$ cat config.mk
export PLATFORM = sky130hd
export DESIGN_NAME = pah_top
export DESIGN_NICKNAME = d
export VERILOG_FILES = /design/src/hw/pah_pkg.sv /design/src/hw/pah_top.sv
export SDC_FILE = /design/constraint.sdc
export NUM_CORES = 1
export LEC_CHECK = 0
export ABC_AREA = 0
export BUFFER_PORTS_ARGS = -buffer_cell sky130_fd_sc_hd__buf_4
export CAP_MARGIN = 20
export CORE_MARGIN = 2
export CORE_UTILIZATION = 45
export CTS_BUF_LIST = sky130_fd_sc_hd__clkbuf_4 sky130_fd_sc_hd__clkbuf_8
export DETAILED_ROUTE_END_ITERATION = 12
export SYNTH_ARGS = -nofsm -noshare
export SYNTH_HDL_FRONTEND = slang
export SYNTH_SLANG_ARGS = --single-unit
$ cat constraint.sdc
create_clock -name clk_sys -period 3.01 [get_ports clk_sys]
set_input_delay 0.602 -clock clk_sys [delete_from_list [all_inputs] [get_ports clk_sys]]
set_output_delay 0.602 -clock clk_sys [all_outputs]
set_load 0.02 [all_outputs]
$ cat src/hw/pah_pkg.sv
// constants, codes and register map of the protective alarm handler
// Behaviour
// - fault blinks led and drives alarm output
// - alarm query returns active alarm code
// - blinks per cycle identify alarm category
// - clear command clears only clearable codes
// - reset command clears the alarm state
// - clear input acts on its falling edge
// - serious alarms never clear; some need reset
// - no fault: code zero, led dark
// - stack, call, overflow: one blink, halt, clearable
// - range, divide, counter write: one blink, clearable
// - variable, param write, motion conflict: one blink
// - user alarm set latches user code
// - overheat: two blinks, de-energise, clear once cool
// - overload time exceeded: two blinks, de-energise
// - overvoltage: three blinks, clear has no effect
// - deviation alarm: four blinks, clear once corrected
// - panic stop: six blinks, alarm action applies
package pah_pkg;
	localparam logic [7:0] PAH_CODE_NONE = 8'h00;
	localparam logic [7:0] PAH_CODE_STACK = 8'h90;
	localparam logic [7:0] PAH_CODE_SEQREF = 8'h94;
	localparam logic [7:0] PAH_CODE_CALCOVF = 8'h98;
	localparam logic [7:0] PAH_CODE_PRANGE = 8'h99;
	localparam logic [7:0] PAH_CODE_ZDIV = 8'h9A;
	localparam logic [7:0] PAH_CODE_PCWR = 8'h9D;
	localparam logic [7:0] PAH_CODE_UVAR = 8'h9E;
	localparam logic [7:0] PAH_CODE_PWRITE = 8'h9F;
	localparam logic [7:0] PAH_CODE_MOTION = 8'hA0;
	localparam logic [7:0] PAH_CODE_USER = 8'hE0;
	localparam logic [7:0] PAH_CODE_OVHEAT = 8'h21;
	localparam logic [7:0] PAH_CODE_OVLOAD = 8'h30;
	localparam logic [7:0] PAH_CODE_OVVOLT = 8'h22;
	localparam logic [7:0] PAH_CODE_DEVIAT = 8'h10;
	localparam logic [7:0] PAH_CODE_PANIC = 8'h68;
	localparam logic [7:0] PAH_CODE_SYSERR = 8'hF0;
	localparam logic [2:0] PAH_BLINK_SEQ = 3'h1;
	localparam logic [2:0] PAH_BLINK_DRV = 3'h2;
	localparam logic [2:0] PAH_BLINK_VOLT = 3'h3;
	localparam logic [2:0] PAH_BLINK_DEV = 3'h4;
	localparam logic [2:0] PAH_BLINK_PANIC = 3'h6;
	localparam logic [2:0] PAH_BLINK_SYS = 3'h7;
	// fault source bit positions in the fault vector
	localparam int PAH_NFAULT = 16;
	localparam int PAH_F_STACK = 0;
	localparam int PAH_F_SEQREF = 1;
	localparam int PAH_F_CALCOVF = 2;
	localparam int PAH_F_PRANGE = 3;
	localparam int PAH_F_ZDIV = 4;
	localparam int PAH_F_PCWR = 5;
	localparam int PAH_F_UVAR = 6;
	localparam int PAH_F_PWRITE = 7;
	localparam int PAH_F_MOTION = 8;
	localparam int PAH_F_USER = 9;
	localparam int PAH_F_OVHEAT = 10;
	localparam int PAH_F_OVLOAD = 11;
	localparam int PAH_F_OVVOLT = 12;
	localparam int PAH_F_DEVIAT = 13;
	localparam int PAH_F_PANIC = 14;
	localparam int PAH_F_SYSERR = 15;
	// register byte offsets
	localparam logic [7:0] PAH_OFS_CTRL = 8'h00;
	localparam logic [7:0] PAH_OFS_CODE = 8'h04;
	localparam logic [7:0] PAH_OFS_CFG = 8'h08;
	localparam logic [7:0] PAH_OFS_OVLD = 8'h0C;
	localparam logic [7:0] PAH_OFS_IRQ_ST = 8'h10;
	localparam logic [7:0] PAH_OFS_IRQ_MASK = 8'h14;
	localparam logic [7:0] PAH_OFS_STATUS = 8'h18;
	// ctrl bits (write one to act)
	localparam int PAH_CTRL_CLEAR = 0;
	localparam int PAH_CTRL_RESET = 1;
	localparam int PAH_CTRL_USERSET = 2;
	localparam int PAH_CTRL_PANIC = 3;
	// cfg bits
	localparam int PAH_CFG_OUT_EN = 0;
	localparam int PAH_CFG_OUT_POL = 1;
	localparam int PAH_CFG_ALARM_ACTION_SETTING = 2;
	localparam int PAH_CFG_DEVACT = 3;
	localparam logic [31:0] PAH_OVLD_RESET = 32'h0000_1000;
	localparam logic [3:0] PAH_CFG_RESET = 4'h1;
	// irq bits
	localparam int PAH_IRQ_RAISE = 0;
	localparam int PAH_IRQ_CLEAR = 1;
	// led timing
	localparam int PAH_LED_ON_MS = 200;
	localparam int PAH_LED_OFF_MS = 200;
	localparam int PAH_LED_GAP_MS = 1400;
	localparam int PAH_CLK_HZ = 40_000_000;
	localparam int PAH_LED_ON_CYC = PAH_LED_ON_MS * (PAH_CLK_HZ / 1000);
	localparam int PAH_LED_OFF_CYC = PAH_LED_OFF_MS * (PAH_CLK_HZ / 1000);
	localparam int PAH_LED_GAP_CYC = PAH_LED_GAP_MS * (PAH_CLK_HZ / 1000);
	// response codes
	localparam logic [1:0] PAH_RESP_OKAY = 2'b00;
	localparam logic [1:0] PAH_RESP_SLVERR = 2'b10;
endpackage

$ cat src/hw/pah_top.sv
// protective alarm handler with axi4-lite register slave
`timescale 1ns/100ps
`default_nettype none
module pah_top
	import pah_pkg::*;
#(
	parameter int LED_ON_CYC = PAH_LED_ON_CYC,
	parameter int LED_OFF_CYC = PAH_LED_OFF_CYC,
	parameter int LED_GAP_CYC = PAH_LED_GAP_CYC
) (
	input wire logic clk_sys,
	input wire logic reset_n,
	input wire logic clk_en,
	input wire logic [7:0] s_axi_awaddr,
	input wire logic s_axi_awvalid,
	output logic s_axi_awready,
	input wire logic [31:0] s_axi_wdata,
	input wire logic [3:0] s_axi_wstrb,
	input wire logic s_axi_wvalid,
	output logic s_axi_wready,
	output logic [1:0] s_axi_bresp,
	output logic s_axi_bvalid,
	input wire logic s_axi_bready,
	input wire logic [7:0] s_axi_araddr,
	input wire logic s_axi_arvalid,
	output logic s_axi_arready,
	output logic [31:0] s_axi_rdata,
	output logic [1:0] s_axi_rresp,
	output logic s_axi_rvalid,
	input wire logic s_axi_rready,
	input wire logic [PAH_NFAULT-1:0] fault_pulse,
	input wire logic overheat_level,
	input wire logic overload_active,
	input wire logic deviation_level,
	input wire logic alarm_clear_pin,
	input wire logic panic_stop_input,
	output logic alarm_query_or_output,
	output logic alarm_led,
	output logic halt_motion,
	output logic motor_deenergise,
	output logic irq
);
	// alarm state
	logic [7:0] code_r, code_nxt;
	logic [2:0] blinks_r;
	logic [1:0] clrcls_r; // 0 clear cmd, 1 if corrected, 2 reset only, 3 never
	logic halt_r, deen_r;
	logic [3:0] cfg_r;
	logic [31:0] ovld_lim_r, ovld_acc_r;
	logic [1:0] irq_st_r, irq_mask_r;
	// pin synchronisers
	logic [2:0] clr_sync_r, panic_stop_input_sync_r;
	logic clr_state_r, panic_stop_input_state_r;
	// bus
	logic aw_got_r, w_got_r;
	logic [7:0] aw_addr_r;
	logic [31:0] w_data_r;
	logic [3:0] w_strb_r;
	logic bvalid_r, rvalid_r;
	logic [1:0] bresp_r, rresp_r;
	logic [31:0] rdata_r;

	wire logic wr_fire = aw_got_r && w_got_r && !bvalid_r;
	wire logic wr_ctrl = wr_fire && aw_addr_r == PAH_OFS_CTRL && w_strb_r[0];
	wire logic wr_cfg = wr_fire && aw_addr_r == PAH_OFS_CFG && w_strb_r[0];
	wire logic wr_ovld = wr_fire && aw_addr_r == PAH_OFS_OVLD;
	wire logic wr_ist = wr_fire && aw_addr_r == PAH_OFS_IRQ_ST && w_strb_r[0];
	wire logic wr_imask = wr_fire && aw_addr_r == PAH_OFS_IRQ_MASK && w_strb_r[0];
	// code and status are read-only, so a write there answers with an error
	wire logic wr_known = aw_addr_r == PAH_OFS_CTRL ||
		aw_addr_r == PAH_OFS_CFG ||
		aw_addr_r == PAH_OFS_OVLD ||
		aw_addr_r == PAH_OFS_IRQ_ST ||
		aw_addr_r == PAH_OFS_IRQ_MASK;

	wire logic cmd_clear = wr_ctrl && w_data_r[PAH_CTRL_CLEAR];
	wire logic cmd_reset = wr_ctrl && w_data_r[PAH_CTRL_RESET];
	wire logic cmd_user = wr_ctrl && w_data_r[PAH_CTRL_USERSET];
	wire logic cmd_panic = wr_ctrl && w_data_r[PAH_CTRL_PANIC];

	// change counts once second and third stages agree
	// a pin pulse shorter than two clocks may be missed; the pins are slow switches
	wire logic clr_agree = clr_sync_r[1] == clr_sync_r[2];
	wire logic panic_stop_input_agree = panic_stop_input_sync_r[1] == panic_stop_input_sync_r[2];
	wire logic clr_fall = clr_agree && clr_state_r && !clr_sync_r[2];
	wire logic panic_stop_input_rise = panic_stop_input_agree && !panic_stop_input_state_r && panic_stop_input_sync_r[2];

	wire logic ovld_trip = ovld_acc_r >= ovld_lim_r && overload_active;

	// fault vector with internal and command sources merged in
	logic [PAH_NFAULT-1:0] fault_v;
	always_comb begin
		fault_v = fault_pulse;
		fault_v[PAH_F_USER] = fault_pulse[PAH_F_USER] | cmd_user;
		fault_v[PAH_F_PANIC] = fault_pulse[PAH_F_PANIC] | cmd_panic | panic_stop_input_rise;
		fault_v[PAH_F_OVHEAT] = fault_pulse[PAH_F_OVHEAT] | overheat_level;
		fault_v[PAH_F_OVLOAD] = fault_pulse[PAH_F_OVLOAD] | ovld_trip;
		fault_v[PAH_F_DEVIAT] = (fault_pulse[PAH_F_DEVIAT] | deviation_level) &
			cfg_r[PAH_CFG_DEVACT];
	end

	// lowest index wins when several faults arrive together
	logic [7:0] f_code;
	logic [2:0] f_blinks;
	logic [1:0] f_cls;
	logic f_halt, f_deen;
	logic f_any;
	always_comb begin
		f_code = PAH_CODE_NONE;
		f_blinks = 3'h0;
		f_cls = 2'd0;
		f_halt = 1'b0;
		f_deen = 1'b0;
		f_any = 1'b0;
		for (int i = PAH_NFAULT - 1; i >= 0; i--) begin
			if (fault_v[i]) begin
				f_any = 1'b1;
				f_halt = 1'b1;
				f_deen = 1'b0;
				f_cls = 2'd0;
				f_blinks = PAH_BLINK_SEQ;
				unique case (i)
					PAH_F_STACK: f_code = PAH_CODE_STACK;
					PAH_F_SEQREF: f_code = PAH_CODE_SEQREF;
					PAH_F_CALCOVF: f_code = PAH_CODE_CALCOVF;
					PAH_F_PRANGE: f_code = PAH_CODE_PRANGE;
					PAH_F_ZDIV: f_code = PAH_CODE_ZDIV;
					PAH_F_PCWR: f_code = PAH_CODE_PCWR;
					PAH_F_UVAR: f_code = PAH_CODE_UVAR;
					PAH_F_PWRITE: f_code = PAH_CODE_PWRITE;
					PAH_F_MOTION: f_code = PAH_CODE_MOTION;
					PAH_F_USER: f_code = PAH_CODE_USER;
					PAH_F_OVHEAT: begin
						f_code = PAH_CODE_OVHEAT;
						f_blinks = PAH_BLINK_DRV;
						f_deen = 1'b1;
						f_cls = 2'd1;
					end
					PAH_F_OVLOAD: begin
						f_code = PAH_CODE_OVLOAD;
						f_blinks = PAH_BLINK_DRV;
						f_deen = 1'b1;
					end
					PAH_F_OVVOLT: begin
						f_code = PAH_CODE_OVVOLT;
						f_blinks = PAH_BLINK_VOLT;
						f_deen = 1'b1;
						f_cls = 2'd2;
					end
					PAH_F_DEVIAT: begin
						f_code = PAH_CODE_DEVIAT;
						f_blinks = PAH_BLINK_DEV;
						f_cls = 2'd1;
					end
					PAH_F_PANIC: begin
						f_code = PAH_CODE_PANIC;
						f_blinks = PAH_BLINK_PANIC;
						f_deen = cfg_r[PAH_CFG_ALARM_ACTION_SETTING];
					end
					default: begin
						f_code = PAH_CODE_SYSERR;
						f_blinks = PAH_BLINK_SYS;
						f_deen = 1'b1;
						f_cls = 2'd3;
					end
				endcase
			end
		end
	end

	wire logic cond_gone = !(code_r == PAH_CODE_OVHEAT && overheat_level) &&
		!(code_r == PAH_CODE_DEVIAT && deviation_level);
	wire logic clear_ok = clrcls_r == 2'd0 || (clrcls_r == 2'd1 && cond_gone);
	wire logic idle = code_r == PAH_CODE_NONE;
	// clear requests that the latched class allows
	wire logic clr_req_ok = (cmd_clear || clr_fall) && clear_ok;
	wire logic rst_req_ok = cmd_reset && clrcls_r != 2'd3;
	wire logic do_clear = !idle && (clr_req_ok || rst_req_ok);
	wire logic latch_new = f_any && (idle || do_clear);

	// a fresh fault in the clearing cycle wins over the clear
	always_comb begin
		code_nxt = code_r;
		if (latch_new)
			code_nxt = f_code;
		else if (do_clear)
			code_nxt = PAH_CODE_NONE;
	end

	always_ff @(posedge clk_sys or negedge reset_n) begin
		if (!reset_n) begin
			code_r <= PAH_CODE_NONE;
			blinks_r <= 3'h0;
			clrcls_r <= 2'd0;
			halt_r <= 1'b0;
			deen_r <= 1'b0;
		end else if (clk_en) begin
			code_r <= code_nxt;
			if (latch_new) begin
				blinks_r <= f_blinks;
				clrcls_r <= f_cls;
				halt_r <= f_halt;
				deen_r <= f_deen;
			end else if (do_clear) begin
				blinks_r <= 3'h0;
				clrcls_r <= 2'd0;
				halt_r <= 1'b0;
				deen_r <= 1'b0;
			end
		end
	end

	// overload accumulator: time spent above maximum torque
	// it saturates instead of wrapping, so a long overload cannot read as short
	always_ff @(posedge clk_sys or negedge reset_n) begin
		if (!reset_n) begin
			ovld_acc_r <= 32'h0000_0000;
		end else if (clk_en) begin
			if (do_clear && code_r == PAH_CODE_OVLOAD)
				ovld_acc_r <= 32'h0000_0000;
			else if (overload_active && ovld_acc_r != 32'hFFFF_FFFF)
				ovld_acc_r <= ovld_acc_r + 32'h0000_0001;
		end
	end

	always_ff @(posedge clk_sys or negedge reset_n) begin
		if (!reset_n) begin
			clr_sync_r <= 3'b000;
			panic_stop_input_sync_r <= 3'b000;
			clr_state_r <= 1'b0;
			panic_stop_input_state_r <= 1'b0;
		end else if (clk_en) begin
			clr_sync_r <= {clr_sync_r[1:0], alarm_clear_pin};
			panic_stop_input_sync_r <= {panic_stop_input_sync_r[1:0], panic_stop_input};
			if (clr_agree)
				clr_state_r <= clr_sync_r[2];
			if (panic_stop_input_agree)
				panic_stop_input_state_r <= panic_stop_input_sync_r[2];
		end
	end

	// led blink engine: n pulses then a long gap, repeating
	// the gap ends through one idle cycle, so dark time is one cycle longer than the gap
	typedef enum logic [1:0] {PAH_LED_IDLE, PAH_LED_ON, PAH_LED_OFF, PAH_LED_GAP} pah_led_e;
	pah_led_e led_st_r;
	logic [31:0] led_cnt_r;
	logic [2:0] led_num_r;
	wire logic led_done = led_cnt_r == 32'h0000_0000;
	always_ff @(posedge clk_sys or negedge reset_n) begin
		if (!reset_n) begin
			led_st_r <= PAH_LED_IDLE;
			led_cnt_r <= 32'h0000_0000;
			led_num_r <= 3'h0;
		end else if (clk_en) begin
			if (idle) begin
				led_st_r <= PAH_LED_IDLE;
			end else begin
				unique case (led_st_r)
					PAH_LED_IDLE: begin
						led_st_r <= PAH_LED_ON;
						led_cnt_r <= 32'(LED_ON_CYC - 1);
						led_num_r <= blinks_r;
					end
					PAH_LED_ON: if (led_done) begin
						led_st_r <= (led_num_r <= 3'h1) ? PAH_LED_GAP : PAH_LED_OFF;
						led_cnt_r <= (led_num_r <= 3'h1) ? 32'(LED_GAP_CYC - 1) :
							32'(LED_OFF_CYC - 1);
						led_num_r <= led_num_r - 3'h1;
					end else led_cnt_r <= led_cnt_r - 32'h0000_0001;
					PAH_LED_OFF: if (led_done) begin
						led_st_r <= PAH_LED_ON;
						led_cnt_r <= 32'(LED_ON_CYC - 1);
					end else led_cnt_r <= led_cnt_r - 32'h0000_0001;
					PAH_LED_GAP: if (led_done) begin
						led_st_r <= PAH_LED_IDLE;
					end else led_cnt_r <= led_cnt_r - 32'h0000_0001;
				endcase
			end
		end
	end

	// registers and interrupt flags
	// status bit 0 marks a new latch, bit 1 a successful clear
	wire logic [1:0] irq_ev = {do_clear, latch_new};
	wire logic [1:0] irq_wclr = wr_ist ? w_data_r[1:0] : 2'b00;
	always_ff @(posedge clk_sys or negedge reset_n) begin
		if (!reset_n) begin
			cfg_r <= PAH_CFG_RESET;
			ovld_lim_r <= PAH_OVLD_RESET;
			irq_st_r <= 2'b00;
			irq_mask_r <= 2'b00;
		end else if (clk_en) begin
			if (wr_cfg)
				cfg_r <= w_data_r[3:0];
			if (wr_ovld)
				ovld_lim_r <= w_data_r;
			if (wr_imask)
				irq_mask_r <= w_data_r[1:0];
			// set wins over write-one-to-clear
			irq_st_r <= (irq_st_r & ~irq_wclr) | irq_ev;
		end
	end

	// axi4-lite slave, one write and one read at a time
	// ready drops while an answer waits, so a stalled master never loses a beat
	always_ff @(posedge clk_sys or negedge reset_n) begin
		if (!reset_n) begin
			aw_got_r <= 1'b0;
			w_got_r <= 1'b0;
			aw_addr_r <= 8'h00;
			w_data_r <= 32'h0000_0000;
			w_strb_r <= 4'h0;
			bvalid_r <= 1'b0;
			bresp_r <= PAH_RESP_OKAY;
			rvalid_r <= 1'b0;
			rresp_r <= PAH_RESP_OKAY;
			rdata_r <= 32'h0000_0000;
		end else if (clk_en) begin
			if (s_axi_awvalid && s_axi_awready) begin
				aw_got_r <= 1'b1;
				aw_addr_r <= {s_axi_awaddr[7:2], 2'b00};
			end
			if (s_axi_wvalid && s_axi_wready) begin
				w_got_r <= 1'b1;
				w_data_r <= s_axi_wdata;
				w_strb_r <= s_axi_wstrb;
			end
			if (wr_fire) begin
				aw_got_r <= 1'b0;
				w_got_r <= 1'b0;
				bvalid_r <= 1'b1;
				bresp_r <= wr_known ? PAH_RESP_OKAY : PAH_RESP_SLVERR;
			end else if (s_axi_bready)
				bvalid_r <= 1'b0;
			if (s_axi_arvalid && s_axi_arready) begin
				rvalid_r <= 1'b1;
				rresp_r <= PAH_RESP_OKAY;
				unique case ({s_axi_araddr[7:2], 2'b00})
					PAH_OFS_CTRL: rdata_r <= 32'h0000_0000;
					PAH_OFS_CODE: rdata_r <= {24'h00_0000, code_r};
					PAH_OFS_CFG: rdata_r <= {28'h000_0000, cfg_r};
					PAH_OFS_OVLD: rdata_r <= ovld_lim_r;
					PAH_OFS_IRQ_ST: rdata_r <= {30'h0000_0000, irq_st_r};
					PAH_OFS_IRQ_MASK: rdata_r <= {30'h0000_0000, irq_mask_r};
					PAH_OFS_STATUS: rdata_r <= {24'h00_0000, deen_r, halt_r,
						clrcls_r, 1'b0, blinks_r};
					default: begin
						rdata_r <= 32'h0000_0000;
						rresp_r <= PAH_RESP_SLVERR;
					end
				endcase
			end else if (s_axi_rready)
				rvalid_r <= 1'b0;
		end
	end

	assign s_axi_awready = clk_en && !aw_got_r && !bvalid_r;
	assign s_axi_wready = clk_en && !w_got_r && !bvalid_r;
	assign s_axi_bvalid = bvalid_r;
	assign s_axi_bresp = bresp_r;
	assign s_axi_arready = clk_en && !rvalid_r;
	assign s_axi_rvalid = rvalid_r;
	assign s_axi_rresp = rresp_r;
	assign s_axi_rdata = rdata_r;
	assign alarm_led = led_st_r == PAH_LED_ON;
	assign alarm_query_or_output = cfg_r[PAH_CFG_OUT_EN] &&
		((!idle) ^ cfg_r[PAH_CFG_OUT_POL]);
	assign halt_motion = halt_r;
	assign motor_deenergise = deen_r;
	assign irq = |(irq_st_r & irq_mask_r);
endmodule
`default_nettype wire

==> impl_metrics.ini <==
[sta]
clock_skew_ns = 0.0290
fmax_mhz = 353
slew_headroom_pct = 52.6
hold_ws_ns = 0.102
rsz0062_at_grt = yes
tightest_slew_ns = 0.705
slew_violations = 0
final.min_clock_period_ns = 2.83
setup_viol = 0
finalHoldViolCount = 0
final.setup.tns_ns = 0
fin_crit_sh_pct = 94.1

[route]
vias = 8543
wl_per_cell_um = 16.9
ant_nets = 0
drc = 0
drt_iter0_drc = 431
firstDrtPassIters = 4
vias_per_cell = 5.44
wl_um = 26600

[floorplan]
start_util_pct = 45.4
rows = 57
die_x_um = 160
fp.dieArea_um2 = 25500
boundaryPins = 127
core_um2 = 24000
die_y_um = 160

[finish]
drive_gt1_share_pct = 27.2
area_delta_synth_final_pct = 20.3
finalNetCount = 1339
num_antenna_cells = 0

[clocking]
cts_resized = 0
path_clk_slew_ns = 0.06
h-tree-depth = 2
max-clock-path-buffers = 3
postCtsSetupRepairBufs = 0
cts_tree = yes
clock_latency_ns = 0.54
ctsHoldBuffers = 0
clkSinkCount = 209
cts-root-buf = clkbuf_8
cts_buffers = 37

[grt]
grt_max_degree = 68
track_usage_pct = 21.1
grt_antenna_before_repair = 0
grt_pass1_vias = 8582
grt-ovfl-total = 0
grt_pass1_wl_um = 43800

[synthesis]
ys_ff_latch = 209
syn-cell-area_um2 = 10900
synthFlopType = dfrtp_1
seq_area_frac_synth_pct = 47.9
async_reset_ff_share_pct = 100
yosys_warnings = 0
yosysUniqueCellTypes = 75
synth-edff-count = 0
syn_area_per_cell_um2 = 10.2
synth_cells = 1066

[critical_path]
end_kind = register
critical_path_class = reg2reg
critPathMaxStageDelay_ns = 0.62
cp-start-kind = register
crit_arrival_ns = 3.30
crit_path_cell_trace = or4_1, nand2b_1, nor4_1, nand2_1, or2_0, a21oi_1, o22a_1
crit_family = simple AND/OR/NAND/NOR gates
cp_num_buf_inv = 0
worstPathRequired_ns = 3.48
slowest_stage = or4_1
path_max_fanout = 9

[min_path]
hp-class = in2async

[power]
p_per_area_nw_per_um2 = 685
p_leak_nw = 5.94
ir_drop_mv = 0.415

[run]
cap_violations = 0

[placement]
gp_congestion = 0.862
numPortBuffers = 117
dp_hpwl_um = 18900

[run_status]
status = completed
-- routing by layer --
layer	routed length (µm)	global-route usage (%)
met1	12600	29.7
met2	12100	33.2
met3	1340	4.23
met4	478	6.32
met5	0	0
-- stage by stage --
step	util (%)	setup WS, ns	instances	total power, mW	area, µm²
after floorplan	-	0.498	1067	5.49	10900
after detailed placement	51.5	0.216	1506	6.40	12400
after global placement	51.5	0.159	1506	6.33	12400
final	54.6	0.179	1570	8.99	13100
after CTS	54.6	0.196	1570	9.12	13100
after global routing	54.6	-0.0384	1570	9.61	13100
-- where the power goes --
part           internal (mW)  switching [mW]  total (mW)  leakage, nW
Sequential              3.48           0.559        4.04         2.66
Combinational           1.13            1.17        2.30         2.88
Clock                   1.51            1.15        2.66        0.397
Total                   6.11            2.88        8.99         5.94
-- registers in the layout, indices dropped and copies added (netlist names), 2 cells and up --
register / count
ovld_acc_r: 32
cfg_r: 4
irq_st_r: 2
led_st_r: 2
irq_mask_r: 2
ovld_lim_r: 32
led_cnt_r: 32
aw_addr_r: 6
panic_stop_input_sync_r: 3
blinks_r: 3
led_num_r: 3
code_r: 8
s_axi_rdata: 32
clr_sync_r: 3
clrcls_r: 2
w_data_r: 32
-- synthesized netlist by cell type (9+ instances only) --
master | number | area, µm²
dfrtp_1 | 207 | 5180
nand2_1 | 101 | 379
mux2_2 | 82 | 923
nor2_1 | 81 | 304
a21oi_1 | 61 | 305
inv_1 | 59 | 221
o21ai_0 | 48 | 240
ha_1 | 37 | 463
a22o_1 | 34 | 298
clkbuf_1 | 28 | 105
xnor2_1 | 26 | 228
nand3_1 | 23 | 115
nor3_1 | 23 | 115
nand4_1 | 20 | 125
nor4_1 | 19 | 119
or3_1 | 16 | 100
and2_1 | 11 | 68.8
and3_1 | 11 | 68.8
nor2b_1 | 11 | 68.8
xor2_1 | 11 | 96.3
a211oi_1 | 10 | 75.1
a22oi_1 | 9 | 67.6
buf_2 | 9 | 45.0
or2_2 | 9 | 56.3
-- area by class of cell --
type | instances | area (µm²)
Multi-Input combinational cell | 754 | 5270
Clock buffer | 59 | 718
Sequential cell | 209 | 5230
Clock inverter | 5 | 30.0
Timing Repair Buffer | 160 | 1260
Inverter | 59 | 221
Fill cell | 2210 | 10900
Tap cell | 324 | 405
-- path summary, 6_finish.rpt --
path | from | to | slack, ns | cells after the start
worst max register to register | led_cnt_r[21] | led_cnt_r[14] | 0.18 | 7
worst min-delay path | reset_n | panic_stop_input_sync_r[2] | 0.10 | 1
min in group clk_sys | s_axi_awaddr[4] | aw_addr_r[4] | 0.29 | 3
worst min register to register | s_axi_rdata[0] | s_axi_rdata[0] | 0.49 | 1
worst max-delay path | led_cnt_r[21] | led_cnt_r[14] | 0.18 | 7
max in group asynchronous | reset_n | ovld_acc_r[3] | 2.15 | 2
-- cells in the final DEF, fill, tap and decap left out, types with 4 or more instances in the layout --
| cell | count |
|---|---|
| o32ai_1 | 5 |
| a22o_1 | 34 |
| nand4_1 | 20 |
| or3_1 | 16 |
| buf_12 | 4 |
| mux2i_1 | 8 |
| nor3_1 | 23 |
| nor4_1 | 19 |
| nand2_1 | 101 |
| inv_1 | 59 |
| nand2b_1 | 5 |
| a22oi_1 | 9 |
| o21bai_1 | 4 |
| a211oi_1 | 9 |
| a21o_1 | 6 |
| a2111oi_4 | 5 |
| xnor2_1 | 26 |
| mux2_2 | 82 |
| ha_1 | 37 |
| o21ai_0 | 48 |
| nand3b_1 | 4 |
| and3_1 | 11 |
| clkbuf_4 | 15 |
| nand3_1 | 23 |
| o22a_1 | 4 |
| nor2_1 | 80 |
| a21oi_1 | 61 |
| and2_1 | 10 |
| xor2_1 | 11 |
| nor2b_1 | 11 |
| buf_4 | 155 |
| clkbuf_8 | 45 |
| o31ai_1 | 7 |
| a31oi_1 | 7 |
| or4_1 | 4 |
| dfrtp_1 | 207 |
| or2_2 | 9 |
-- cell families (layout without fill, tap and decap cells) --
kind of cell	after synthesis	after routing	synth area share [%]
compound gates	229	229	15.0
xor+xnor	37	37	2.97
fa+ha+maj	37	37	4.24
buf+inv	104	283	4.02
flops	209	209	47.9
mux	90	90	9.19
other cells	1	2	0.0343
simple gates	359	359	16.6
No activity file was read; power rests on OpenSTA's default activity.
